`src/logic/pvm_pkg.sv`:
```
/*
 pvm_pkg: object indices, reset values, mode codes, status bit positions
 and carrier structs for the position and velocity monitor.
 Assumes a 50 MHz core clock and an object access port indexed by the
 16-bit object index.
*/
`default_nettype none

package pvm_pkg;

    localparam logic [15:0] IDX_MODE_SHOWN = 16'h6061;
    localparam logic [15:0] IDX_DEMAND_POS = 16'h6062;
    localparam logic [15:0] IDX_RAW_ENC_POS = 16'h6063;
    localparam logic [15:0] IDX_ACTUAL_POS = 16'h6064;
    localparam logic [15:0] IDX_LAG_LIMIT = 16'h6065;
    localparam logic [15:0] IDX_LAG_TIMEOUT = 16'h6066;
    localparam logic [15:0] IDX_ARR_WINDOW = 16'h6067;
    localparam logic [15:0] IDX_ARR_TIME = 16'h6068;
    localparam logic [15:0] IDX_SPEED_SETPT = 16'h606B;
    localparam logic [15:0] IDX_SPEED_ACTUAL = 16'h606C;

    localparam logic [7:0] RST_MODE_SHOWN = 8'h00;
    localparam logic [31:0] RST_POS = 32'h00000000;
    localparam logic [31:0] RST_LAG_LIMIT = 32'h00000100;
    localparam logic [15:0] RST_LAG_TIMEOUT = 16'h0064;
    localparam logic [31:0] RST_ARR_WINDOW = 32'h0000000A;
    localparam logic [15:0] RST_ARR_TIME = 16'h0064;
    localparam logic [31:0] MON_OFF = 32'hFFFFFFFF;

    localparam int STAT_TARGET_BIT = 10;
    localparam int STAT_LAG_BIT = 13;

    localparam int TICK_PERIOD_US = 1000;
    localparam int CLK_PERIOD_NS = 20;
    localparam int TICK_CYCLES = TICK_PERIOD_US * 1000 / CLK_PERIOD_NS;
    localparam logic [15:0] TICK_LAST = 16'(TICK_CYCLES - 1);

    localparam logic signed [7:0] MODE_AUTO_SETUP = 8'shFE;
    localparam logic signed [7:0] MODE_CLOCK_DIR = 8'shFF;
    localparam logic signed [7:0] MODE_NONE = 8'sh00;
    localparam logic signed [7:0] MODE_PROFILE_POS = 8'sh01;
    localparam logic signed [7:0] MODE_VELOCITY = 8'sh02;
    localparam logic signed [7:0] MODE_PROFILE_VEL = 8'sh03;
    localparam logic signed [7:0] MODE_PROFILE_TRQ = 8'sh04;
    localparam logic signed [7:0] MODE_HOMING = 8'sh06;
    localparam logic signed [7:0] MODE_INTERP_POS = 8'sh07;
    localparam logic signed [7:0] MODE_CSP = 8'sh08;
    localparam logic signed [7:0] MODE_CSV = 8'sh09;
    localparam logic signed [7:0] MODE_CST = 8'sh0A;

    typedef struct packed {
        logic signed [7:0] mode;
        logic signed [31:0] demand_pos;
        logic signed [31:0] target_pos;
        logic signed [31:0] raw_enc_pos;
        logic signed [31:0] actual_pos;
        logic signed [31:0] speed_setpt;
        logic signed [31:0] speed_actual;
        logic [31:0] enc_resolution;
    } motion_in_t;

    typedef struct packed {
        logic lag_error;
        logic target_reached;
        logic lag_event;
        logic history_entry;
    } monitor_out_t;

endpackage

`default_nettype wire

```
`src/logic/position_velocity_monitor.sv`:
```
/*
 position_velocity_monitor: sampled motion objects, lag error and
 arrival window supervision, object read/write port.
 Assumes motion values arrive synchronous to i_core_clk from the control
 loops and that the object port master keeps one access per request.
*/
`timescale 1ns/100ps
`default_nettype none

module position_velocity_monitor
    import pvm_pkg::*;
(
    input wire logic i_core_clk,
    input wire logic i_rst,
    input wire motion_in_t i_motion,
    input wire logic i_homing_done,
    input wire logic i_lag_reaction_en,
    input wire logic i_obj_req,
    input wire logic i_obj_wr,
    input wire logic [15:0] i_obj_index,
    input wire logic [31:0] i_obj_wdata,
    output logic o_obj_ack,
    output logic o_obj_err,
    output logic [31:0] o_obj_rdata,
    output logic o_raw_valid,
    output logic [15:0] o_status_bits,
    output monitor_out_t o_mon
);

    typedef enum logic [2:0] {
        ST_IDLE = 3'b001,
        ST_RUN = 3'b010,
        ST_FLAG = 3'b100
    } timer_state_t;

    logic signed [7:0] mode_q;
    logic signed [31:0] demand_q, target_q, raw_q, actual_q;
    logic signed [31:0] sset_q, sact_q;
    logic [31:0] enc_res_q;
    logic [31:0] lag_limit_q, arr_window_q;
    logic [15:0] lag_timeout_q, arr_time_q;
    logic [15:0] tick_cnt_q;
    logic tick_q;
    logic [16:0] lag_ms_q, arr_ms_q;
    timer_state_t lag_st_q, arr_st_q;
    logic [32:0] lag_diff, arr_diff;
    logic [31:0] lag_abs, arr_abs;
    logic lag_cond, arr_cond, pos_mode;

    // capture motion snapshot every cycle
    always_ff @(posedge i_core_clk or posedge i_rst) begin
        if (i_rst) begin
            mode_q <= RST_MODE_SHOWN;
            demand_q <= RST_POS;
            target_q <= RST_POS;
            raw_q <= RST_POS;
            actual_q <= RST_POS;
            sset_q <= RST_POS;
            sact_q <= RST_POS;
            enc_res_q <= RST_POS;
        end else begin
            mode_q <= i_motion.mode;
            demand_q <= i_homing_done ? RST_POS : i_motion.demand_pos;
            // homing never touches the encoder count
            raw_q <= i_motion.raw_enc_pos;
            actual_q <= i_homing_done ? RST_POS : i_motion.actual_pos;
            target_q <= i_motion.target_pos;
            sset_q <= i_motion.speed_setpt;
            sact_q <= i_motion.speed_actual;
            enc_res_q <= i_motion.enc_resolution;
        end
    end

    always_ff @(posedge i_core_clk or posedge i_rst) begin
        if (i_rst) begin
            o_raw_valid <= 1'b0;
        end else begin
            o_raw_valid <= (enc_res_q != 32'h00000000);
        end
    end

    // settings written over the object port
    always_ff @(posedge i_core_clk or posedge i_rst) begin
        if (i_rst) begin
            lag_limit_q <= RST_LAG_LIMIT;
            lag_timeout_q <= RST_LAG_TIMEOUT;
            arr_window_q <= RST_ARR_WINDOW;
            arr_time_q <= RST_ARR_TIME;
        end else if (i_obj_req && i_obj_wr) begin
            case (i_obj_index)
                IDX_LAG_LIMIT: lag_limit_q <= i_obj_wdata;
                IDX_LAG_TIMEOUT: lag_timeout_q <= i_obj_wdata[15:0];
                IDX_ARR_WINDOW: arr_window_q <= i_obj_wdata;
                IDX_ARR_TIME: arr_time_q <= i_obj_wdata[15:0];
                default: ;
            endcase
        end
    end

    // object reads; writes to read-only or unknown objects are refused
    always_ff @(posedge i_core_clk or posedge i_rst) begin
        if (i_rst) begin
            o_obj_ack <= 1'b0;
            o_obj_err <= 1'b0;
            o_obj_rdata <= 32'h00000000;
        end else begin
            o_obj_ack <= i_obj_req;
            o_obj_err <= 1'b0;
            o_obj_rdata <= 32'h00000000;
            if (i_obj_req) begin
                case (i_obj_index)
                    IDX_MODE_SHOWN: begin
                        o_obj_rdata <= {{24{mode_q[7]}}, mode_q};
                        o_obj_err <= i_obj_wr;
                    end
                    IDX_DEMAND_POS: begin
                        o_obj_rdata <= demand_q;
                        o_obj_err <= i_obj_wr;
                    end
                    IDX_RAW_ENC_POS: begin
                        o_obj_rdata <= raw_q;
                        o_obj_err <= i_obj_wr;
                    end
                    IDX_ACTUAL_POS: begin
                        o_obj_rdata <= actual_q;
                        o_obj_err <= i_obj_wr;
                    end
                    IDX_SPEED_SETPT: begin
                        o_obj_rdata <= sset_q;
                        o_obj_err <= i_obj_wr;
                    end
                    IDX_SPEED_ACTUAL: begin
                        o_obj_rdata <= sact_q;
                        o_obj_err <= i_obj_wr;
                    end
                    IDX_LAG_LIMIT: o_obj_rdata <= lag_limit_q;
                    IDX_LAG_TIMEOUT: o_obj_rdata <= {16'h0000, lag_timeout_q};
                    IDX_ARR_WINDOW: o_obj_rdata <= arr_window_q;
                    IDX_ARR_TIME: o_obj_rdata <= {16'h0000, arr_time_q};
                    default: o_obj_err <= 1'b1;
                endcase
            end
        end
    end

    // millisecond tick from the core clock
    always_ff @(posedge i_core_clk or posedge i_rst) begin
        if (i_rst) begin
            tick_cnt_q <= 16'h0000;
            tick_q <= 1'b0;
        end else begin
            tick_q <= (tick_cnt_q == TICK_LAST);
            tick_cnt_q <= (tick_cnt_q == TICK_LAST) ? 16'h0000
                                                    : tick_cnt_q + 16'h0001;
        end
    end

    // 33-bit differences avoid overflow at the range ends
    always_comb begin
        lag_diff = {actual_q[31], actual_q} - {demand_q[31], demand_q};
        arr_diff = {actual_q[31], actual_q} - {target_q[31], target_q};
        lag_abs = lag_diff[32] ? 32'(-lag_diff) : lag_diff[31:0];
        arr_abs = arr_diff[32] ? 32'(-arr_diff) : arr_diff[31:0];
        pos_mode = (mode_q == MODE_PROFILE_POS) ||
                   (mode_q == MODE_INTERP_POS);
        lag_cond = (lag_limit_q != MON_OFF) && (lag_abs > lag_limit_q);
        arr_cond = (arr_window_q != MON_OFF) && pos_mode &&
                   (arr_abs < arr_window_q);
    end

    // lag persistence: flag once count passes the timeout
    always_ff @(posedge i_core_clk or posedge i_rst) begin
        if (i_rst) begin
            lag_st_q <= ST_IDLE;
            lag_ms_q <= 17'h00000;
        end else begin
            case (lag_st_q)
                ST_IDLE: begin
                    lag_ms_q <= 17'h00000;
                    if (lag_cond) lag_st_q <= ST_RUN;
                end
                ST_RUN: begin
                    if (!lag_cond) begin
                        lag_st_q <= ST_IDLE;
                    end else if (lag_ms_q > {1'b0, lag_timeout_q}) begin
                        lag_st_q <= ST_FLAG;
                    end else if (tick_q) begin
                        lag_ms_q <= lag_ms_q + 17'h00001;
                    end
                end
                ST_FLAG: if (!lag_cond) lag_st_q <= ST_IDLE;
                default: lag_st_q <= ST_IDLE;
            endcase
        end
    end

    // arrival persistence uses the window time setting
    always_ff @(posedge i_core_clk or posedge i_rst) begin
        if (i_rst) begin
            arr_st_q <= ST_IDLE;
            arr_ms_q <= 17'h00000;
        end else begin
            case (arr_st_q)
                ST_IDLE: begin
                    arr_ms_q <= 17'h00000;
                    if (arr_cond) arr_st_q <= ST_RUN;
                end
                ST_RUN: begin
                    if (!arr_cond) begin
                        arr_st_q <= ST_IDLE;
                    end else if (arr_ms_q > {1'b0, arr_time_q}) begin
                        arr_st_q <= ST_FLAG;
                    end else if (tick_q) begin
                        arr_ms_q <= arr_ms_q + 17'h00001;
                    end
                end
                ST_FLAG: if (!arr_cond) arr_st_q <= ST_IDLE;
                default: arr_st_q <= ST_IDLE;
            endcase
        end
    end

    always_ff @(posedge i_core_clk or posedge i_rst) begin
        if (i_rst) begin
            o_status_bits <= 16'h0000;
            o_mon <= '0;
        end else begin
            o_status_bits <= 16'h0000;
            o_status_bits[STAT_LAG_BIT] <= (lag_st_q == ST_FLAG);
            o_status_bits[STAT_TARGET_BIT] <= (arr_st_q == ST_FLAG);
            o_mon.lag_error <= (lag_st_q == ST_FLAG);
            o_mon.target_reached <= (arr_st_q == ST_FLAG);
            o_mon.lag_event <= (lag_st_q == ST_RUN) &&
                               (lag_ms_q > {1'b0, lag_timeout_q}) && lag_cond;
            // history only when a reaction is armed
            o_mon.history_entry <= (lag_st_q == ST_RUN) && lag_cond &&
                                   (lag_ms_q > {1'b0, lag_timeout_q}) &&
                                   i_lag_reaction_en;
        end
    end

    lag_flag_a: assert property (@(posedge i_core_clk) disable iff (i_rst)
        lag_st_q == ST_FLAG |=> o_status_bits[13])
        else $error("lag flag missing");
    lag_off_a: assert property (@(posedge i_core_clk) disable iff (i_rst)
        lag_limit_q == MON_OFF |-> !lag_cond)
        else $error("lag monitor not disabled");
    lag_persist_a: assert property (@(posedge i_core_clk) disable iff (i_rst)
        $rose(lag_st_q == ST_FLAG) |-> lag_ms_q > {1'b0, lag_timeout_q})
        else $error("lag flagged early");
    arr_persist_a: assert property (@(posedge i_core_clk) disable iff (i_rst)
        $rose(arr_st_q == ST_FLAG) |-> arr_ms_q > {1'b0, arr_time_q})
        else $error("arrival flagged early");
    arr_off_a: assert property (@(posedge i_core_clk) disable iff (i_rst)
        arr_window_q == MON_OFF |=> ##1 !o_status_bits[10])
        else $error("arrival monitor not disabled");
    timer_restart_a: assert property (@(posedge i_core_clk) disable iff (i_rst)
        lag_st_q == ST_RUN && !lag_cond |=> lag_st_q == ST_IDLE)
        else $error("lag timer not restarted");
    raw_valid_a: assert property (@(posedge i_core_clk) disable iff (i_rst)
        enc_res_q == 32'h00000000 |=> !o_raw_valid)
        else $error("raw valid with zero resolution");
    history_a: assert property (@(posedge i_core_clk) disable iff (i_rst)
        o_mon.history_entry ==
        (o_mon.lag_event && $past(i_lag_reaction_en)))
        else $error("history entry does not follow armed lag event");
    raw_homing_a: assert property (@(posedge i_core_clk) disable iff (i_rst)
        i_homing_done |=> raw_q == $past(i_motion.raw_enc_pos))
        else $error("raw position cleared by homing");
    obj_ack_a: assert property (@(posedge i_core_clk) disable iff (i_rst)
        i_obj_req |=> o_obj_ack)
        else $error("object access not answered");

    lag_flag_c: cover property (@(posedge i_core_clk) disable iff (i_rst)
        $rose(o_status_bits[13]));
    arr_flag_c: cover property (@(posedge i_core_clk) disable iff (i_rst)
        $rose(o_status_bits[10]));
    hist_c: cover property (@(posedge i_core_clk) disable iff (i_rst)
        o_mon.history_entry);
    wr_c: cover property (@(posedge i_core_clk) disable iff (i_rst)
        i_obj_req && i_obj_wr && i_obj_index == IDX_LAG_LIMIT);

endmodule

`default_nettype wire

```
`config.mk`:
```
export PLATFORM = sky130hd
export DESIGN_NAME = position_velocity_monitor
export DESIGN_NICKNAME = d
export VERILOG_FILES = /design/src/logic/pvm_pkg.sv /design/src/logic/position_velocity_monitor.sv
export SDC_FILE = /design/constraint.sdc
export NUM_CORES = 1
export LEC_CHECK = 0
export ABC_AREA = 1
export BUFFER_PORTS_ARGS = -buffer_cell sky130_fd_sc_hd__buf_2
export CORE_MARGIN = 2
export CORE_UTILIZATION = 50
export CTS_CLUSTER_SIZE = 8
export DETAILED_ROUTE_END_ITERATION = 8
export PLACE_DENSITY = 0.7
export SYNTH_ARGS = -nofsm -noshare
export SYNTH_HDL_FRONTEND = slang
export SYNTH_SLANG_ARGS = --single-unit
```
`constraint.sdc`:
```
create_clock -name i_core_clk -period 14 [get_ports i_core_clk]
set_input_delay 0.7 -clock i_core_clk [delete_from_list [all_inputs] [get_ports i_core_clk]]
set_output_delay 0.7 -clock i_core_clk [all_outputs]
set_load 0.01 [all_outputs]
```
==> metrics.md, run 1 <==
| Metric | Value |
|---|---|
| Outcome | `finished, final reports clean` |
| Mapped Cells | `3520` |
| CTS root buf | `clkbuf_16` |
| # fillers | `4952` |
| Chip Width | `233 um` |
| Clock Latency Late Sink | `630 ps` |
| Post-synth EDFFs | `0` |
| Drt initial violations | `2526` |
| Flops & latches, synth | `424` |
| Ports | `341` |
| Final worst slack | `7790 ps` |
| Starting density of the core | `0.508` |
| CP Data Arrival Time | `6660 ps` |
| Die height | `233 um` |
| CTS Hold Bufs | `0` |
| Slew headroom | `0.223` |
| Placed wire-length estimate | `68800 um` |
| Fmax | `0.161 GHz` |
| TNS Setup | `0 ps` |
| Initial antenna violation count | `5` |
| Vias | `24.6k` |
| Async SR Flop Fraction | `1.00` |
| Post-Syn Area | `26200 um^2` |
| RSZ-0062 raised after global routing | `false` |
| First-pass GRT wire length | `133000 um` |
| Via/cell ratio | `5.38` |
| HP Class | `in2reg` |
| Worst-margin pin slew | `1160 ps` |
| Pwr per Cell Area | `112 nW/um^2` |
| Top-area cell type share of the netlist area | `0.394` |
| IO Port Bufs | `326` |
| Core Box Area | `51600 um^2` |
| Cell variety after synth | `63` |
| Total grt overflow | `0` |
| All-layer global routing usage | `0.326` |
| Mean Syn Cell Area | `7.45 um^2` |
| Num rows | `83` |
| Pre-Repair DR Iteration Count | `7` |
| Required time worst endpoint | `14450 ps` |
| Min Tclk post-route | `6210 ps` |
| Layout Skew | `23.1 ps` |
| Worst vdd ir | `0.0908 mV` |
| Final WL | `87600 um` |
| CTS H-tree lvls | `2` |
| Synth Warn # | `0` |
| Tcrit/Tclk final | `0.444` |
| Setup CP Type | `reg2reg` |
| FF/Latch Area | `10600 um^2` |
| Die footprint | `54300 um^2` |
| Cts repair resizes | `0` |
| Startpoint types | `flop` |
| Max cap viols | `0` |
| Multi-input gate area in the final layout | `12700 um^2` |
| Clock Sinks | `424` |
| Postcts setup bufs | `0` |
| Pre-CTS WS | `8010 ps` |
| Synth area leader | `dfrtp_1` |
| CTS max path bufs | `3` |
| Largest net degree at the start of global routing | `129` |
| Most used DFF post-synth | `dfrtp_1` |
| Area Overhead vs Synth | `15.1%` |
| Reg clk slew, reported paths | `60 ps` |
| Synth area leaders | `dfrtp_1 (39%), nand2_1 (12%), inv_1 (9.4%)` |
| # setup viols final | `0` |
| Critical Path End Type | `flop` |
| Leak | `15.8 nW` |
| CTS tree | `built` |
| Antenna-violating nets left | `0` |
| Vias in the first global route | `23.6k` |
| WL per Instance | `19.2 um` |
| Final GP Congestion | `0.986` |
| Num CTS Buffers | `59` |
| Sequential element share of the synthesized area | `0.405` |
| Max Transition Viols Final | `0` |
| Share of cells above drive strength 1 | `0.140` |
| DRC Markers | `0` |
| Worst R2R Setup Slack | `7790 ps` |
| Crit-path max FO | `34` |
| Nets | `4301` |
| Fin. Hold Viols | `0` |
-- registers in the layout (all words and copies together), names as in the netlist, 2 cells and up --
signal and flops:
actual_q 32, arr_window_q 32, demand_q 32, enc_res_q 32, lag_limit_q 32, o_obj_rdata 32
raw_q 32, sact_q 32, sset_q 32, target_q 32, arr_ms_q 17, lag_ms_q 17
arr_time_q 16, lag_timeout_q 16, tick_cnt_q 16, mode_q 8, arr_st_q 3, lag_st_q 3
o_mon 2, o_status_bits 2
-- metal layers --
layer / vias up / share of wire / wire, um / GRT usage
met2: 1207 / 0.43 / 37400 / 0.497
met4: 4 / 0.056 / 4910 / 0.170
met5: - / 0.00030 / 26 / 0
li1: 11900 / - / - / -
met3: 235 / 0.097 / 8520 / 0.0697
met1: 11300 / 0.42 / 36800 / 0.435
-- cells in the mapped netlist, types with 7 or more instances --
library cell    n
o211ai_1       10
nor3_1         51
nor2_4          7
o21ai_0       144
nor2_1        312
buf_2          15
xor2_1         57
nor2_2         20
nand3b_1       18
o22ai_1        52
inv_1         654
nand3_2        11
o221ai_1       22
xnor2_1        17
dfrtp_1       413
nor4_1         52
buf_4          16
ha_1          164
a21oi_1       102
dfstp_2        11
nand3_1       198
a221oi_1       13
inv_2          16
a31oi_1         9
nand2_1       871
nand2_2        36
nand4_1        92
clkbuf_1       52
-- final timing paths --
path	startpoint	end	cells after the start
max in group asynchronous	i_rst	lag_ms_q[7]$_DFFE_PP0P_	4
hold / removal	i_motion[130]	raw_q[2]$_DFF_PP0_	1
setup reg to reg	demand_q[0]$_DFF_PP0_	lag_ms_q[1]$_DFFE_PP0P_	26
min in group asynchronous	i_rst	sset_q[3]$_DFF_PP0_	2
hold reg to reg	tick_cnt_q[0]$_DFF_PP0_	tick_cnt_q[0]$_DFF_PP0_	1
setup / recovery	demand_q[0]$_DFF_PP0_	lag_ms_q[1]$_DFFE_PP0P_	26
-- through the flow --
stage	util	hold WS [ps]	instances	area [um^2]	power, mW
finish	0.585	168	4571	30200	3.37
global route	0.585	157	4569	30200	3.56
CTS	0.585	143	4569	30200	3.38
detailed placement	0.552	453	4468	28500	2.05
global placement	0.552	453	4468	28500	2.04
floorplan	-	418	3533	26300	1.85
-- cells by family (layout without fill, tap and decap cells) --
kind of cell	Yosys count	count (layout)	share of synthesized area
other	1	16	0.000143
buffers and inverters	764	1120	0.113
DFF	424	424	0.405
AOI/OAI and AO/OA	396	396	0.0905
adders and majority gates	166	166	0.0798
xor gates and xnor gates	76	76	0.0260
and+or+nand+nor	1693	1693	0.285
-- cells in the final DEF, fill, tap and decap left out, drive strengths merged, types with 10 or more instances in the layout --
cell and count:
a221oi 13, nand3 210, nor4 52, nand3b 18, nand4 92, xor2 58, a21oi 106, conb 14
ha 164, nor2 339, dfrtp 413, dfstp 11, o22ai 52, o221ai 22, nor3 56, inv 672
buf 343, xnor2 18, o21ai 155, clkbuf 97, nand2 909, o211ai 10
-- critical path, stage by stage, from the launching register on --
cell	delay, ps
dfrtp_1	400
ha_1	250
fa_1	420
inv_1	100
nand3_1	80
nand2_1	140
nand2_1	80
nand2_1	110
nand2_1	100
nand2_1	140
nand4_1	120
nand3_1	100
nand2_1	300
inv_2	550
nand2_1	130
xnor2_1	160
inv_1	60
ha_1	300
nand4_1	170
nor4_1	420
nand2_1	220
nor4_1	420
nor2_1	90
nand2_1	150
nand2_1	70
nand3_1	720
o21ai_0	190
-- power breakdown --
part / total (mW) / leakage, nW / switching (mW) / internal, mW
Clock: 1.33 / 0.805 / 0.541 / 0.785
Combinational: 0.747 / 9.56 / 0.490 / 0.257
Sequential: 1.30 / 5.40 / 0.0285 / 1.27
Total: 3.37 / 15.8 / 1.06 / 2.31
-- layout make-up --
cell class | count | share of cell area
Clock buffer | 97 | 0.0540
Sequential cell | 424 | 0.352
Inverter | 676 | 0.0844
Timing Repair Buffer | 343 | 0.0583
Antenna cell | 2 | 0.000166
Multi-Input combinational cell | 2345 | 0.420
Clock inverter | 4 | 0.00253
Tap cell | 680 | 0.0282
No activity file was read; power rests on OpenSTA's default activity.
==> run 2: changes to the inputs <==
- PLACE_DENSITY: 0.7 -> 0.72
- clock period: 14 -> 5.33 ns (I/O delays scaled with it)
==> run 2 against run 1 <==
Via count up 6.5%. Clock skew rose by 8.6 ps. Register-to-register slack lost 7500 ps. Power rose to 2.7 times the previous value. Sequential cell count is the same. Clock power rose to 2.7 times the previous value. Combinational power grew to 2.9 times the previous value. Final cell count rose by 5.5%. Routed wire length increased by 6.4%.
==> metrics.md, run 2 (same netlist as run 1, synthesis figures left out) <==
| Metric | Value |
|---|---|
| Leak | `16.8 nW (+6.9%)` |
| CTS tree | `built` |
| HP Class | `in2reg` |
| Critical Path Start | `actual_q[1]$_DFF_PP0_` |
| CTS max path bufs | `3 (unchanged)` |
| CTS H-tree lvls | `2 (unchanged)` |
| CP Data Arrival Time | `5580 ps (-1080 ps)` |
| Drt initial violations | `2832 (+12%)` |
| Share of cells above drive strength 1 | `0.134 (-0.00689)` |
| Antenna-violating nets left | `0 (unchanged)` |
| Clock power frac | `0.389 (-0.005)` |
| Fmax | `0.199 GHz (+24%)` |
| Starting density of the core | `0.508 (unchanged)` |
| Nets | `4558 (+6.0%)` |
| Max Transition Viols Final | `0 (unchanged)` |
| FF/Latch Area | `10600 um^2 (unchanged)` |
| # fillers | `4361 (-12%)` |
| Worst Hold Launch | `i_obj_wdata[2]` |
| Num CTS Buffers | `59 (unchanged)` |
| Final GP Congestion | `0.993 (+0.69%)` |
| All-layer global routing usage | `0.346 (+0.0201)` |
| First-pass GRT wire length | `143000 um (+7.4%)` |
| Internal | `6.23 mW (+170%)` |
| Fin. Hold Viols | `0 (unchanged)` |
| Clock Latency Late Sink | `640 ps (about the same)` |
| Worst vdd ir | `0.272 mV (+200%)` |
| Final WL | `93200 um (+6.4%)` |
| M1 GR Usage | `0.448 (+0.0125)` |
| Worst R2R Setup Slack | `310 ps (-7480 ps)` |
| Largest net degree at the start of global routing | `143 (+11%)` |
| FF-to-FF Start | `actual_q[1]$_DFF_PP0_` |
| Hold Crit Depth | `3 (+2)` |
| DRC Markers | `0 (unchanged)` |
| Placed wire-length estimate | `67100 um (-2.5%)` |
| Vias in the first global route | `25.5k (+8.0%)` |
| Worst-margin pin slew | `1050 ps (-116 ps)` |
| Die height | `233 um (unchanged)` |
| Required time worst endpoint | `5890 ps (-8560 ps)` |
| Core Box Area | `51600 um^2 (unchanged)` |
| Reg clk slew, reported paths | `60 ps (about the same)` |
| Met3 track demand over resource | `0.0744 (+0.00466)` |
| WL per Instance | `19.3 um (+0.83%)` |
| Final worst slack | `312 ps (-7480 ps)` |
| Initial antenna violation count | `5 (unchanged)` |
| Die footprint | `54300 um^2 (unchanged)` |
| Tcrit/Tclk final | `0.941 (+0.498)` |
| Clock Sinks | `424 (unchanged)` |
| Routing usage on met2 | `0.545 (+0.0474)` |
| Crit-path max FO | `17 (-50%)` |
| Startpoint types | `flop` |
| IO Port Bufs | `326 (unchanged)` |
| Chip Width | `233 um (unchanged)` |
| Layout Skew | `31.7 ps (+8.64 ps)` |
| Critical Path End Type | `flop` |
| Combinational share of power | `0.237 (+0.015)` |
| Pwr per Cell Area | `278 nW/um^2 (+150%)` |
| Worst Reg-to-Reg Cells | `25 (-3.8%)` |
| Switch share | `0.316 (+0.00172)` |
| Pre-Repair DR Iteration Count | `9 (+2)` |
| Via/cell ratio | `5.43 (+0.90%)` |
| Vias | `26.2k (+6.5%)` |
| Slew headroom | `0.300 (+0.0774)` |
| Min Tclk post-route | `5020 ps (-1190 ps)` |
| Final Power | `9.11 mW (+170%)` |
| Critical path capture point | `arr_ms_q[3]$_DFFE_PP0P_` |
| Pre-CTS WS | `475 ps (-7540 ps)` |
| Max cap viols | `0 (unchanged)` |
| Setup CP Type | `reg2reg` |
| Worst R2R End | `arr_ms_q[3]$_DFFE_PP0P_` |
| Leading cell type in the layout, fill and taps excluded | `nand2_1` |
| Multi-input gate area in the final layout | `12700 um^2 (about the same)` |
| Flop pwr share | `0.374 (-0.011)` |
| P_sw | `2.88 mW (+170%)` |
| Total grt overflow | `0 (unchanged)` |
| Num rows | `83 (unchanged)` |
| Area Overhead vs Synth | `25.0%` |
| CTS root buf | `clkbuf_16` |
| Top Usage Layer GRT | `met2` |
| Ports | `341 (unchanged)` |
| # setup viols final | `0 (unchanged)` |
| Most frequent cells in the layout | `nand2_1 (871), inv_1 (653), dfrtp_1 (413)` |
| Outcome | `finished, final reports clean` |
## run 2: changes by cell type in the layout (fill, tap and decap cells not counted), moves of 2 or more
cell / delta
buf_4: +2
buf_12: +3
dlygate4sd3_1: +252
clkbuf_1: -4
## run 2: metrics by stage
step                hold slack [ps]  TNS [ps]  instances   util  cell area [um^2]
global route                   20.4      -172       4823  0.635             32800
detailed placement              289         0       4473  0.553             28500
global placement                284         0       4473  0.553             28500
CTS                            1.11         0       4822  0.635             32800
finish                         25.5         0       4824  0.635             32800
floorplan                       298   -268030       3533      -             26300
## run 2: final cells by class
class                           instances  area share
Antenna cell                            2    0.000153
Inverter                              676      0.0777
Multi-Input combinational cell       2345       0.387
Tap cell                              680      0.0260
Clock inverter                          5     0.00286
Sequential cell                       424       0.324
Clock buffer                           92      0.0488
Timing Repair Buffer                  600       0.133
## run 2: how the worst min path moves through the flow
stage and to:
2_1_floorplan enc_res_q[0]$_DFF_PP0_, 3_3_place_gp enc_res_q[21]$_DFF_PP0_, 3_5_place_dp enc_res_q[22]$_DFF_PP0_, 4_1_cts arr_window_q[2]$_DFFE_PP0P_, 5_1_grt arr_window_q[6]$_DFFE_PP0P_, 6_report arr_window_q[2]$_DFFE_PP0P_
## run 2: timing repair
| action | in CTS | in global routing |
|---|---|---|
| endpoints found under the setup margin | 0 | 17 |
| endpoints found under the hold margin | 281 | 0 |
| setup buffers | 0 | 0 |
| resized for setup | 0 | 4 |
| hold buffers | 252 | 0 |
## run 2: power groups by stage
stage | combinational [mW] | sequential, mW | clock (mW)
2_1_floorplan | 1.44 | 3.43 | 0
3_3_place_gp | 1.93 | 3.45 | 0
3_5_place_dp | 1.95 | 3.46 | 0
4_1_cts | 2.11 | 3.41 | 3.56
5_1_grt | 2.44 | 3.41 | 3.73
6_report | 2.15 | 3.41 | 3.54
## run 2: worst max-delay path, stage by stage, from the launching register on
cell and delay, ps:
dfrtp_1 420, inv_1 160, fa_1 440, inv_1 120
nand2_1 110, a21oi_1 200, nand3_1 100, nor2_1 210
nand3_2 130, nor2_4 120, nand3_1 190, nor2_1 280
nand2_1 90, nor2_1 160, nand3_1 90, nand3_1 90
nand2_1 70, ha_1 320, nand4_1 170, nor3_1 360
nand4_1 160, nand3_1 320, nand2_1 150, nand2_2 310
nand2_1 100, nand2_1 70
## run 2: routing by layer
| metal | vias to the layer above | wire (um) |
|---|---|---|
| met3 | 279 | 8870 |
| met2 | 1413 | 41100 |
| li1 | 12400 | - |
| met1 | 12100 | 37900 |
| met4 | 4 | 5300 |
| met5 | - | 27 |
